### config.mk
export PLATFORM = sky130hd
export DESIGN_NAME = flash_block_protection_ctrl
export DESIGN_NICKNAME = d
export VERILOG_FILES = /design/src/hdl/flash_prot_pkg.sv /design/src/hdl/commit_if.sv /design/src/hdl/commit_seq.sv /design/src/hdl/flash_block_protection_ctrl.sv
export SDC_FILE = /design/constraint.sdc
export NUM_CORES = 1
export LEC_CHECK = 0
export BUFFER_PORTS_ARGS = -buffer_cell sky130_fd_sc_hd__buf_2
export CORE_AREA = 2 2 201 203
export CTS_BUF_LIST = sky130_fd_sc_hd__clkbuf_4
export DETAILED_ROUTE_END_ITERATION = 16
export DIE_AREA = 0 0 203 205
export PLACE_DENSITY = 0.67
export SYNTH_ARGS = -nofsm -noshare
export SYNTH_HDL_FRONTEND = slang
export SYNTH_SLANG_ARGS = --single-unit
### constraint.sdc
create_clock -name CLOCK -period 4.4 [get_ports CLOCK]
set_input_delay 0.44 -clock CLOCK [delete_from_list [all_inputs] [get_ports CLOCK]]
set_output_delay 0.44 -clock CLOCK [all_outputs]
set_load 0.005 [all_outputs]
### src/hdl/flash_prot_pkg.sv
/*
  Constants and types shared by the flash block protection controller:
  block geometry, protection levels, register offsets, field positions,
  reset values and commit sequencer states.
  Assumes a 32-bit Wishbone register bus and a 50 MHz system clock.
*/
package flash_prot_pkg;

  // Flash geometry: 64 blocks of 2 kB
  localparam int FLASH_BLOCKS = 64;
  localparam int BLK_W = 6;
  localparam int BLOCK_SHIFT = 11;
  localparam int FLASH_ADDR_W = 17;

  // Codes are ordered by strictness, so a larger code is a tighter level
  typedef enum logic [1:0] {
    level_full_access = 2'h0,
    level_no_modify = 2'h1,
    level_fetch_only = 2'h2
  } level_t;
  localparam logic [1:0] LEVEL_UNDEFINED = 2'h3;

  // Access kinds presented on the access check port
  localparam logic [1:0] ACC_FETCH = 2'h0;
  localparam logic [1:0] ACC_READ = 2'h1;
  localparam logic [1:0] ACC_ERASE = 2'h2;
  localparam logic [1:0] ACC_PROGRAM = 2'h3;

  // Register byte offsets
  localparam logic [7:0] PROT_ADDR_OFS = 8'h00;
  localparam logic [7:0] PROT_LEVEL_OFS = 8'h04;
  localparam logic [7:0] STATUS_OFS = 8'h08;
  localparam logic [7:0] COMMIT_OFS = 8'h0c;
  localparam logic [7:0] USEC_OFS = 8'h10;
  localparam logic [7:0] USER0_OFS = 8'h14;
  localparam logic [7:0] USER1_OFS = 8'h18;
  localparam logic [7:0] INT_RAW_OFS = 8'h1c;
  localparam logic [7:0] INT_MASK_OFS = 8'h20;
  localparam logic [7:0] INT_MSK_STAT_OFS = 8'h24;
  localparam logic [7:0] INT_CLEAR_OFS = 8'h28;

  // Status register fields
  localparam int ST_BUSY = 0;
  localparam int ST_SET_FAIL = 1;
  localparam int ST_COMMIT_OK = 2;
  localparam int ST_COMMIT_ERR = 3;

  // Commit command fields
  localparam int CMD_PROT = 0;
  localparam int CMD_USER = 1;

  // Interrupt source bits
  localparam int operation_done_source = 0;
  localparam int access_violation_source = 1;

  // Reset values
  localparam logic [7:0] USEC_RESET = 8'h32;
  localparam logic [31:0] USER_RESET = 32'hffffffff;

  // Commit sequencer states
  typedef enum logic [2:0] {
    SEQ_IDLE = 3'b001,
    SEQ_WRITE = 3'b010,
    SEQ_FINISH = 3'b100
  } seq_state_t;

endpackage

### src/hdl/commit_if.sv
/*
  Handshake between the protection controller and its commit sequencer.
  Assumes both ends run on the same clock and reset.
*/
`timescale 1ns/1ps
interface commit_if;
  logic start;
  logic to_user;
  logic busy;
  logic done;
  logic fail;

  modport ctrl (output start, output to_user, input busy, input done, input fail);
  modport seq (input start, input to_user, output busy, output done, output fail);
endinterface

### src/hdl/commit_seq.sv
/*
  Commit sequencer: drives one write request to the non-volatile
  configuration store and reports its outcome as a one-cycle done pulse.
  Assumes the store holds ack high for one cycle when it finishes and
  samples the image ports while the request is high.
*/
`timescale 1ns/1ps
module commit_seq
  import flash_prot_pkg::*;
(
  // Clock and reset
  input wire logic clk,
  input wire logic rst_n,
  // Controller side
  commit_if.seq cmt,
  // Non-volatile store side
  output logic nv_req,
  output logic nv_sel_user,
  input wire logic nv_ack,
  input wire logic nv_err
);

  seq_state_t state_r, state_nxt;
  logic sel_r, sel_nxt;
  logic fail_r, fail_nxt;

  always_comb
  begin
    state_nxt = state_r;
    sel_nxt = sel_r;
    fail_nxt = fail_r;
    case (state_r)
      SEQ_IDLE:
      begin
        if (cmt.start)
        begin
          state_nxt = SEQ_WRITE;
          sel_nxt = cmt.to_user;
        end
      end
      SEQ_WRITE:
      begin
        if (nv_ack)
        begin
          state_nxt = SEQ_FINISH;
          fail_nxt = nv_err;
        end
      end
      SEQ_FINISH:
        state_nxt = SEQ_IDLE;
      default:
        state_nxt = SEQ_IDLE;
    endcase
  end

  always_ff @(posedge clk or negedge rst_n)
  begin
    if (!rst_n)
    begin
      state_r <= SEQ_IDLE;
      sel_r <= 1'b0;
      fail_r <= 1'b0;
    end
    else
    begin
      state_r <= state_nxt;
      sel_r <= sel_nxt;
      fail_r <= fail_nxt;
    end
  end

  // Requester waits on busy until the outcome is known
  assign cmt.busy = (state_r != SEQ_IDLE);
  assign cmt.done = (state_r == SEQ_FINISH);
  assign cmt.fail = fail_r;
  assign nv_req = (state_r == SEQ_WRITE);
  assign nv_sel_user = sel_r;

endmodule

### src/hdl/flash_block_protection_ctrl.sv
/*
  Flash block protection and configuration controller with a Wishbone
  classic slave. Holds per-block levels, checks flash accesses, commits
  levels and user words to a non-volatile store, times program/erase.
  Assumes the non-volatile store presents its committed image at all times.
*/
`timescale 1ns/1ps
module flash_block_protection_ctrl
  import flash_prot_pkg::*;
(
  // Clock and reset
  input wire logic CLOCK,
  input wire logic RST_N,
  // Wishbone slave
  input wire logic WB_CYC_I,
  input wire logic WB_STB_I,
  input wire logic WB_WE_I,
  input wire logic [7:0] WB_ADR_I,
  input wire logic [3:0] WB_SEL_I,
  input wire logic [31:0] WB_DAT_I,
  output logic [31:0] WB_DAT_O,
  output logic WB_ACK_O,
  // Flash access check
  input wire logic ACC_VALID,
  input wire logic [31:0] ACC_ADDR,
  input wire logic [1:0] ACC_KIND,
  output logic ACC_OK,
  // Program/erase engine
  input wire logic OP_DONE,
  output logic USEC_TICK,
  // Non-volatile configuration store
  input wire logic [2*FLASH_BLOCKS-1:0] NV_PROT_IN,
  input wire logic [31:0] NV_USER0_IN,
  input wire logic [31:0] NV_USER1_IN,
  output logic [2*FLASH_BLOCKS-1:0] NV_PROT_OUT,
  output logic [31:0] NV_USER0_OUT,
  output logic [31:0] NV_USER1_OUT,
  output logic NV_REQ,
  output logic NV_SEL_USER,
  input wire logic NV_ACK,
  input wire logic NV_ERR,
  // Interrupt
  output logic FLASH_IRQ
);

  function automatic logic [BLK_W-1:0] blk_of(input logic [31:0] addr);
    return addr[BLOCK_SHIFT +: BLK_W];
  endfunction

  function automatic logic in_flash(input logic [31:0] addr);
    return (addr[31:FLASH_ADDR_W] == '0);
  endfunction

  function automatic logic [31:0] merge(input logic [31:0] old, input logic [31:0] wdat,
                                        input logic [3:0] sel);
    logic [31:0] res;
    res = old;
    for (int b = 0; b < 4; b++)
      if (sel[b])
        res[8*b +: 8] = wdat[8*b +: 8];
    return res;
  endfunction

  commit_if cmt ();

  logic [1:0] prot_r [FLASH_BLOCKS];
  logic [1:0] prot_nxt [FLASH_BLOCKS];
  logic [31:0] prot_addr_r, prot_addr_nxt;
  logic [31:0] user0_r, user0_nxt;
  logic [31:0] user1_r, user1_nxt;
  logic [7:0] usec_r, usec_nxt;
  logic [7:0] tick_cnt_r, tick_cnt_nxt;
  logic tick_r, tick_nxt;
  logic loaded_r, loaded_nxt;
  logic set_fail_r, set_fail_nxt;
  logic commit_ok_r, commit_ok_nxt;
  logic commit_err_r, commit_err_nxt;
  logic start_r, start_nxt;
  logic to_user_r, to_user_nxt;
  logic [1:0] int_raw_r, int_raw_nxt;
  logic [1:0] int_mask_r, int_mask_nxt;
  logic ack_r, ack_nxt;
  logic [31:0] rdat_r, rdat_nxt;

  logic busy;
  logic violation;
  logic wr_fire;
  logic [1:0] acc_level;
  logic [1:0] sel_level;
  logic [1:0] new_code;
  logic [1:0] int_set;
  logic [1:0] int_clr;

  commit_seq u_seq (
    .clk(CLOCK),
    .rst_n(RST_N),
    .cmt(cmt),
    .nv_req(NV_REQ),
    .nv_sel_user(NV_SEL_USER),
    .nv_ack(NV_ACK),
    .nv_err(NV_ERR)
  );

  assign cmt.start = start_r;
  assign cmt.to_user = to_user_r;

  // Level, commit and user word writes are locked out during a commit and until the committed image is back in place
  assign busy = cmt.busy | start_r | !loaded_r;
  assign wr_fire = WB_CYC_I & WB_STB_I & WB_WE_I & ack_r;
  assign acc_level = prot_r[blk_of(ACC_ADDR)];
  assign sel_level = prot_r[blk_of(prot_addr_r)];
  assign new_code = WB_DAT_I[1:0];

  // Out-of-range accesses are not ours to police
  always_comb
  begin
    violation = 1'b0;
    if (ACC_VALID && in_flash(ACC_ADDR))
    begin
      case (ACC_KIND)
        ACC_FETCH: violation = 1'b0;
        ACC_READ: violation = (acc_level == level_fetch_only);
        default: violation = (acc_level != level_full_access);
      endcase
    end
  end
  assign ACC_OK = !violation;

  always_comb
  begin
    int_set = '0;
    int_set[access_violation_source] = violation;
    int_set[operation_done_source] = OP_DONE;
    int_clr = '0;
    if (wr_fire && WB_ADR_I == INT_CLEAR_OFS)
      int_clr = WB_DAT_I[1:0];
  end

  always_comb
  begin
    prot_nxt = prot_r;
    prot_addr_nxt = prot_addr_r;
    user0_nxt = user0_r;
    user1_nxt = user1_r;
    usec_nxt = usec_r;
    loaded_nxt = 1'b1;
    set_fail_nxt = set_fail_r;
    commit_ok_nxt = commit_ok_r;
    commit_err_nxt = commit_err_r;
    start_nxt = 1'b0;
    to_user_nxt = to_user_r;
    int_mask_nxt = int_mask_r;
    // A new event wins over a clear in the same cycle
    int_raw_nxt = (int_raw_r & ~int_clr) | int_set;
    ack_nxt = WB_CYC_I & WB_STB_I & !ack_r;
    rdat_nxt = rdat_r;

    // Restore committed image after every reset
    if (!loaded_r)
    begin
      for (int i = 0; i < FLASH_BLOCKS; i++)
        prot_nxt[i] = NV_PROT_IN[2*i +: 2];
      user0_nxt = NV_USER0_IN;
      user1_nxt = NV_USER1_IN;
    end

    if (cmt.done)
    begin
      commit_ok_nxt = !cmt.fail;
      commit_err_nxt = cmt.fail;
    end

    if (wr_fire)
    begin
      case (WB_ADR_I)
        PROT_ADDR_OFS: prot_addr_nxt = merge(prot_addr_r, WB_DAT_I, WB_SEL_I);
        PROT_LEVEL_OFS:
        begin
          if (!busy && in_flash(prot_addr_r) && new_code != LEVEL_UNDEFINED
              && sel_level != level_fetch_only
              && new_code >= sel_level)
          begin
            prot_nxt[blk_of(prot_addr_r)] = new_code;
            set_fail_nxt = 1'b0;
          end
          else
            set_fail_nxt = 1'b1;
        end
        COMMIT_OFS:
        begin
          if (!busy && (WB_DAT_I[CMD_PROT] || WB_DAT_I[CMD_USER]))
          begin
            start_nxt = 1'b1;
            to_user_nxt = !WB_DAT_I[CMD_PROT];
            commit_ok_nxt = 1'b0;
            commit_err_nxt = 1'b0;
          end
        end
        USEC_OFS: usec_nxt = WB_SEL_I[0] ? WB_DAT_I[7:0] : usec_r;
        USER0_OFS:
        begin
          if (!busy)
            user0_nxt = merge(user0_r, WB_DAT_I, WB_SEL_I);
        end
        USER1_OFS:
        begin
          if (!busy)
            user1_nxt = merge(user1_r, WB_DAT_I, WB_SEL_I);
        end
        INT_MASK_OFS: int_mask_nxt = WB_DAT_I[1:0];
        default: ;
      endcase
    end

    if (ack_nxt)
    begin
      rdat_nxt = '0;
      case (WB_ADR_I)
        PROT_ADDR_OFS: rdat_nxt = prot_addr_r;
        PROT_LEVEL_OFS: rdat_nxt[1:0] = sel_level;
        STATUS_OFS:
        begin
          rdat_nxt[ST_BUSY] = busy;
          rdat_nxt[ST_SET_FAIL] = set_fail_r;
          rdat_nxt[ST_COMMIT_OK] = commit_ok_r;
          rdat_nxt[ST_COMMIT_ERR] = commit_err_r;
        end
        USEC_OFS: rdat_nxt[7:0] = usec_r;
        USER0_OFS: rdat_nxt = user0_r;
        USER1_OFS: rdat_nxt = user1_r;
        INT_RAW_OFS: rdat_nxt[1:0] = int_raw_r;
        INT_MASK_OFS: rdat_nxt[1:0] = int_mask_r;
        INT_MSK_STAT_OFS: rdat_nxt[1:0] = int_raw_r & int_mask_r;
        default: rdat_nxt = '0;
      endcase
    end
  end

  // Microsecond tick for program/erase pulse timing; reads never use it
  always_comb
  begin
    tick_cnt_nxt = tick_cnt_r;
    tick_nxt = 1'b0;
    if (usec_r == 8'h00)
      tick_cnt_nxt = 8'h00;
    else if (tick_cnt_r >= usec_r - 8'h01)
    begin
      tick_cnt_nxt = 8'h00;
      tick_nxt = 1'b1;
    end
    else
      tick_cnt_nxt = tick_cnt_r + 8'h01;
  end

  always_ff @(posedge CLOCK or negedge RST_N)
  begin
    if (!RST_N)
    begin
      for (int i = 0; i < FLASH_BLOCKS; i++)
        prot_r[i] <= level_full_access;
      prot_addr_r <= '0;
      user0_r <= USER_RESET;
      user1_r <= USER_RESET;
      usec_r <= USEC_RESET;
      tick_cnt_r <= 8'h00;
      tick_r <= 1'b0;
      loaded_r <= 1'b0;
      set_fail_r <= 1'b0;
      commit_ok_r <= 1'b0;
      commit_err_r <= 1'b0;
      start_r <= 1'b0;
      to_user_r <= 1'b0;
      int_raw_r <= 2'h0;
      int_mask_r <= 2'h0;
      ack_r <= 1'b0;
      rdat_r <= '0;
    end
    else
    begin
      prot_r <= prot_nxt;
      prot_addr_r <= prot_addr_nxt;
      user0_r <= user0_nxt;
      user1_r <= user1_nxt;
      usec_r <= usec_nxt;
      tick_cnt_r <= tick_cnt_nxt;
      tick_r <= tick_nxt;
      loaded_r <= loaded_nxt;
      set_fail_r <= set_fail_nxt;
      commit_ok_r <= commit_ok_nxt;
      commit_err_r <= commit_err_nxt;
      start_r <= start_nxt;
      to_user_r <= to_user_nxt;
      int_raw_r <= int_raw_nxt;
      int_mask_r <= int_mask_nxt;
      ack_r <= ack_nxt;
      rdat_r <= rdat_nxt;
    end
  end

  always_comb
  begin
    for (int i = 0; i < FLASH_BLOCKS; i++)
      NV_PROT_OUT[2*i +: 2] = prot_r[i];
  end

  assign NV_USER0_OUT = user0_r;
  assign NV_USER1_OUT = user1_r;
  assign USEC_TICK = tick_r;
  assign WB_ACK_O = ack_r;
  assign WB_DAT_O = rdat_r;
  assign FLASH_IRQ = |(int_raw_r & int_mask_r);

endmodule

; ---- Yosys cells after proc, flatten, opt, wreduce, memory -nomap -nowiden
; Cells that the tools add are included.
[classes]
n_bitwise = 12
eq_ne = 28
magnitude_cmp = 5
n_mux = 51
n_shift = 0
div = 0
mul = 0
add_sub_neg = 2
reduce_logical = 33
[ops]
columns = cell, count
row1 = $mux 128, 4
row2 = $mux 32, 8
row3 = $bwmux 128, 1
row4 = $pmux 24 s3, 1
row5 = $mux 8, 6
row6 = $eq 8x5->1 const B, 4
row7 = $ne 4x4->1 const B, 8
row8 = $logic_not 15->1, 2
row9 = $bmux 2 s6, 2
row10 = $eq 8x6->1 const B, 3
row11 = $pmux 2 s9, 1
row12 = $reduce_and 3->1, 6
row13 = $eq 8x4->1 const B, 2
row14 = $logic_not 8->1, 2
row15 = $pmux 4 s4, 1
row16 = $mux 1, 15
row17 = $ge 7x7->1 const B, 2
row18 = $not 6->7, 2
row19 = $demux 2 s6, 1
row20 = $mux 2, 6
row21 = $pmux 2 s5, 1
row22 = $reduce_and 2->1, 5
row23 = $add 8x1->8 const B, 1
row24 = $eq 8x3->1 const B, 1
row25 = 26 further kinds, 46
[totals]
inputBits = 279
latchBits = 0
output_inout_bits = 230
register_bits = 289
mem_count = 0
mem_bits_ro = 0
mem_bits_rw = 0

; ---- Logic depth before layout (Yosys ltp)
[logic_depth]
word_depth = 11
mapped_depth = 16

; ---- Hierarchy
; From an unflattened synthesis, not the netlist that was laid out.
[unflattened]
hier_cells = 1563
area_unflattened_um2 = 17416.7
[modules_own_cells]
columns = mod, area_each_um2, cells_per_inst, n_inst
row1 = flash_block_protection_ctrl, 17176.5, 1546, 1
row2 = commit_seq, 240.2, 17, 1

; ---- Least setup slack after synthesis
; OpenSTA, ideal clock, no wires.
[synth_path]
path_kind = flip-flop to flip-flop
startpoint = reg prot_addr_r[11]
endpoint = reg prot_r, in the netlist NV_PROT_OUT[7]
setup_slack_ns = 0.848
t_arrival_ns = 3.424
stages_incl_launch_ff = 17
setup_time_ns = 0.128
required_time_ns = 4.272
n_path_buf = 3
synth_period_minus_slack_ns = 3.552
path_cell_list = dfrtp_1 -> buf_6 -> and2_4 -> buf_6 -> buf_6 -> a221oi_1 -> o22ai_1 -> a22oi_1 -> nand4_1 -> ha_1 -> nand2b_1 -> a21oi_1 -> nor4_1 -> nand2_1 -> nor3_1 -> nand3_1 -> mux2_1
[synth_rtl]
columns = item, line
row1 = from (decl), flash_block_protection_ctrl.sv:68  ; logic [31:0] prot_addr_r, prot_addr_nxt;
row2 = from (signal assigned), flash_block_protection_ctrl.sv:281  ; prot_addr_r <= prot_addr_nxt;
row3 = "to (signal, indexed assignment)", flash_block_protection_ctrl.sv:260  ; prot_r[i] <= level_full_access;
row4 = to (signal assigned), flash_block_protection_ctrl.sv:280  ; prot_r <= prot_nxt;
row5 = to (decl), flash_block_protection_ctrl.sv:66  ; logic [1:0] prot_r [FLASH_BLOCKS];

==> qor.json <==
{
  "row_count": {"value": 73},
  "synth_compound_gate_area_share": {"value": 12.2, "unit": "%"},
  "synth-seq-cells": {"value": 289},
  "yosys_most_used_dff": {"value": "sky130_fd_sc_hd__dfrtp_1"},
  "cp.required": {"value": 5080, "unit": "ps"},
  "synth_cells": {"value": 1455},
  "numClockSinks": {"value": 289},
  "timing.final.crit_share": {"value": 95.3, "unit": "%"},
  "crit_path_max_incr_delay": {"value": 510, "unit": "ps"},
  "floorplan.die.height": {"value": 205, "unit": "um"},
  "finalPower": {"value": 7020, "unit": "uW"},
  "flow.area_growth_from_synthesis": {"value": 41.2, "unit": "%"},
  "overflow": {"value": 0},
  "via_total_after_detailed_routing": {"value": 16800},
  "finalWeightedCongestion": {"value": 0.928},
  "clk-insertion-delay-late": {"value": 800, "unit": "ps"},
  "setup-violations-final": {"value": 0},
  "detail_route.wl_per_cell": {"value": 25.0, "unit": "um"},
  "grt_util_all_layers": {"value": 33.7, "unit": "%"},
  "clk_transition_reported_paths": {"value": 60, "unit": "ps"},
  "drt.antenna.violating_nets": {"value": 0},
  "async_flop_share": {"value": 100, "unit": "%"},
  "cp_max_fo": {"value": 13},
  "viasPerCell": {"value": 5.90},
  "pwr-share-comb": {"value": 18.1, "unit": "%"},
  "grt_pass1_vias": {"value": 17600},
  "dieWidth": {"value": 203, "unit": "um"},
  "syn_nets": {"value": 1747},
  "yosys-mux-area-fraction": {"value": 25.7, "unit": "%"},
  "cp_num_buf_inv": {"value": 3},
  "crit_chain": {"value": "nor2_4 > buf_4 > a221oi_1 > o22a_1 > a211o_1 > o211ai_2 > nor2_1 > ha_1 > a21oi_1 > nor4_1 > buf_4 > and2_1 > nand3_1 > buf_4 > nor3b_2 > mux2_2"},
  "status": {"value": "finished clean"},
  "synthesis.area_per_instance": {"value": 11.3, "unit": "um2"},
  "share_seq_of_total_power": {"value": 44.6, "unit": "%"},
  "power.density_cell_area": {"value": 302, "unit": "mW/mm2"},
  "yosys.area_share.xor_xnor": {"value": 0.638, "unit": "%"},
  "synth.lib_cells_used.distinct": {"value": 69},
  "port_buffers": {"value": 497},
  "drt-pass1-iter-count": {"value": 6},
  "period_minus_slack": {"value": 4200, "unit": "ps"},
  "path_common_cell": {"value": "sky130_fd_sc_hd__buf_4"},
  "routed_wirelength": {"value": 71100, "unit": "um"},
  "critical_path_endpoint_category": {"value": "flop"},
  "grt_busiest_layer": {"value": "met2"},
  "finish.net_count": {"value": 2535},
  "met1_usage": {"value": 39.6, "unit": "%"},
  "drt_iter0_markers": {"value": 1449},
  "yosys.area_share.adder": {"value": 0.987, "unit": "%"},
  "dpl-instance-area": {"value": 0.0196, "unit": "mm2"},
  "inserted_clock_buffers": {"value": 80},
  "number_of_enable_flip_flop_cells_after_synthesis": {"value": 0},
  "cpLargestDelayFamily": {"value": "simple AND/OR/NAND/NOR gates"},
  "rsz0062_at_grt": {"value": "no"},
  "worst_ep_arrival_time": {"value": 4870, "unit": "ps"},
  "worstSetupStartpointType": {"value": "flop"},
  "synth_top_family_by_area": {"value": "multiplexers"},
  "clk_path_buf_depth": {"value": 3},
  "start_util": {"value": 41.9, "unit": "%"},
  "antenna_found_initial": {"value": 10},
  "count_of_synthesis_stage_warnings_from_yosys": {"value": 0},
  "final_layout_size_suffix_gt1_share": {"value": 44.2, "unit": "%"},
  "wire_length_of_the_first_global_routing_pass": {"value": 106000, "unit": "um"},
  "timing.final.max_slew_violations": {"value": 0},
  "leakage": {"value": 0.0107, "unit": "uW"},
  "finClkSkew": {"value": 42.6, "unit": "ps"},
  "floorplan.die_area": {"value": 0.0416, "unit": "mm2"},
  "timing_worst_setup_path_type": {"value": "flop to flop"},
  "max_cap_viol_count": {"value": 0},
  "root_buffer": {"value": "sky130_fd_sc_hd__clkbuf_4"},
  "synth_sequential_area_ratio": {"value": 44.4, "unit": "%"},
  "min-delay-path-class": {"value": "primary input to flop"},
  "vdd.ir_drop.worst": {"value": 0.174, "unit": "mV"},
  "met2_track_usage_gr": {"value": 56.3, "unit": "%"},
  "post_synth_and_or_nand_nor_area_fraction": {"value": 13.0, "unit": "%"},
  "worst-slew-pin-transition": {"value": 1120, "unit": "ps"},
  "io_pins": {"value": 509},
  "sw_frac_of_total": {"value": 29.3, "unit": "%"},
  "final_number_of_hold_violating_endpoints": {"value": 0},
  "clkPwrFrac": {"value": 37.3, "unit": "%"},
  "tritoncts": {"value": "done"},
  "number_of_design_rule_violations_left_after_detail_routing": {"value": 0},
  "fp.coreArea": {"value": 0.0394, "unit": "mm2"},
  "p_sw": {"value": 2060, "unit": "uW"},
  "gr-usage-met3": {"value": 8.73, "unit": "%"},
  "cp_slowest_cell": {"value": "sky130_fd_sc_hd__dfrtp_2"},
  "post_synth_instance_area": {"value": 0.0165, "unit": "mm2"},
  "worst_slew_margin_rel": {"value": 24.7, "unit": "%"},
  "cell_int_power": {"value": 4960, "unit": "uW"},
  "final_design_area_no_fill": {"value": 0.0233, "unit": "mm2"},
  "post-dp-hpwl": {"value": 48300, "unit": "um"},
  "finalSetupTns": {"value": 0, "unit": "ps"},
  "htree_depth": {"value": 3},
  "clock.fmax": {"value": 238, "unit": "MHz"},
  "grt_start_max_net_pins": {"value": 96}
}
[cell families after synthesis]
group	count (synthesis)
and+or+nand+nor	417
muxes	350
DFF	289
AOI/OAI and AO/OA	268
buffers and inverters	105
adders and majority gates	13
xor gates and xnor gates	12
other	1
[Yosys cell counts (26+ instances only)]
master                       n  area share (%)
sky130_fd_sc_hd__mux2_2    153              10
sky130_fd_sc_hd__mux4_2     35             4.8
sky130_fd_sc_hd__dfstp_2    68              11
sky130_fd_sc_hd__nand3_1    52             1.6
sky130_fd_sc_hd__o21ai_0    31            0.94
sky130_fd_sc_hd__o22ai_1    69             2.6
sky130_fd_sc_hd__a222oi_1   26             1.6
sky130_fd_sc_hd__nor2_1    172             3.9
sky130_fd_sc_hd__nor3b_2    32             2.4
sky130_fd_sc_hd__nand2_1    80             1.8
sky130_fd_sc_hd__a221oi_1   42             2.2
sky130_fd_sc_hd__dfrtp_1   221              34
sky130_fd_sc_hd__mux2i_1   137             8.3
sky130_fd_sc_hd__a22oi_1    27             1.2
sky130_fd_sc_hd__clkbuf_1   62             1.4
[per-stage QoR]
step | util [%] | std cells | worst slack [ps] | hold WS, ps
after floorplan | - | 1455 | 848 | 144
after global placement | 49.8 | 2430 | 124 | 460
after detailed placement | 49.8 | 2430 | 66.3 | 468
after CTS | 59.0 | 2831 | 37.2 | 0.202
after global routing | 59.1 | 2837 | 4.46 | -12.6
final | 59.1 | 2841 | 205 | 37.5
[worst min-delay path: stages]
cell                     delay (ps)
sky130_fd_sc_hd__buf_2           70
sky130_fd_sc_hd__mux2_2         140
sky130_fd_sc_hd__mux2_2         130
[power by group through the flow]
stage	Combinational, uW	Sequential [uW]	Clock, uW
CTS	1240	3120	2640
global route	1360	3150	2810
global placement	1050	3160	0
finish	1270	3130	2620
floorplan	527	3070	0
detailed placement	1060	3170	0
[sequential cells by signal (all words and copies together), names as in the netlist, 2 cells and up]
name           cells
NV_PROT_OUT      128
NV_USER0_OUT      32
NV_USER1_OUT      32
WB_DAT_O          32
int_mask_r         2
int_raw_r          2
prot_addr_r       32
tick_cnt_r         8
u_seq.state_r      3
usec_r             8
[final cells by class]
class | instances | area, um2
sequential | 289 | 7320
timing repair buffer | 801 | 5470
clock inverter | 16 | 97.6
inverter | 10 | 37.5
multi-input combinational | 1061 | 8680
fill | 3251 | 16100
antenna | 9 | 22.5
clock buffer | 130 | 976
tap | 525 | 657
[cell usage in the layout, fill, tap and decap left out, drive strengths merged, types with 4 or more instances in the layout]
| cell type | n |
|---|---|
| inv | 12 |
| nand3 | 52 |
| clkbuf | 130 |
| nand2b | 14 |
| xor2 | 8 |
| dlygate4sd3 | 255 |
| mux4 | 35 |
| clkinv | 11 |
| o21a | 9 |
| a21oi | 8 |
| and2 | 5 |
| dfstp | 68 |
| diode | 9 |
| a221oi | 44 |
| and3 | 7 |
| nand2 | 80 |
| a21o | 10 |
| ha | 13 |
| nor3b | 34 |
| a22o | 11 |
| mux2i | 137 |
| o21ai | 32 |
| or2 | 4 |
| nor4 | 10 |
| o211ai | 5 |
| xnor2 | 4 |
| a22oi | 27 |
| dfrtp | 221 |
| nor2b | 10 |
| mux2 | 178 |
| a222oi | 26 |
| a31oi | 4 |
| buf | 546 |
| o22ai | 69 |
| nor2 | 174 |
| nor3 | 16 |
[routing by layer]
layer  vias to the layer above  part of all wire, %
met4                         6                  5.3
met2                      1108                   49
met1                      8212                   37
met3                       265                  8.8
met5                         -                0.062
li1                       7177                    -
[worst paths after layout]
path                                  from               end  slack (ps)  depth (start not counted)
max                        prot_addr_r[12]  NV_PROT_OUT[125]         200                         16
min                         NV_PROT_IN[17]   NV_PROT_OUT[17]          40                          3
max reg2reg                prot_addr_r[12]  NV_PROT_OUT[125]         200                         16
min reg2reg                   WB_DAT_O[12]      WB_DAT_O[12]         480                          2
max in group asynchronous            RST_N   prot_addr_r[12]        3080                          3
min in group asynchronous            RST_N       WB_DAT_O[6]         300                          2
[repair_timing]
| item | in CTS | in global routing |
|---|---|---|
| endpoints found under the setup margin | 0 | 45 |
| setup buffers | 0 | 1 |
| hold buffers | 255 | 0 |
| resized for setup | 0 | 4 |
| hold endpoints to repair | 269 | 0 |
No activity file was read; power rests on OpenSTA's default activity.
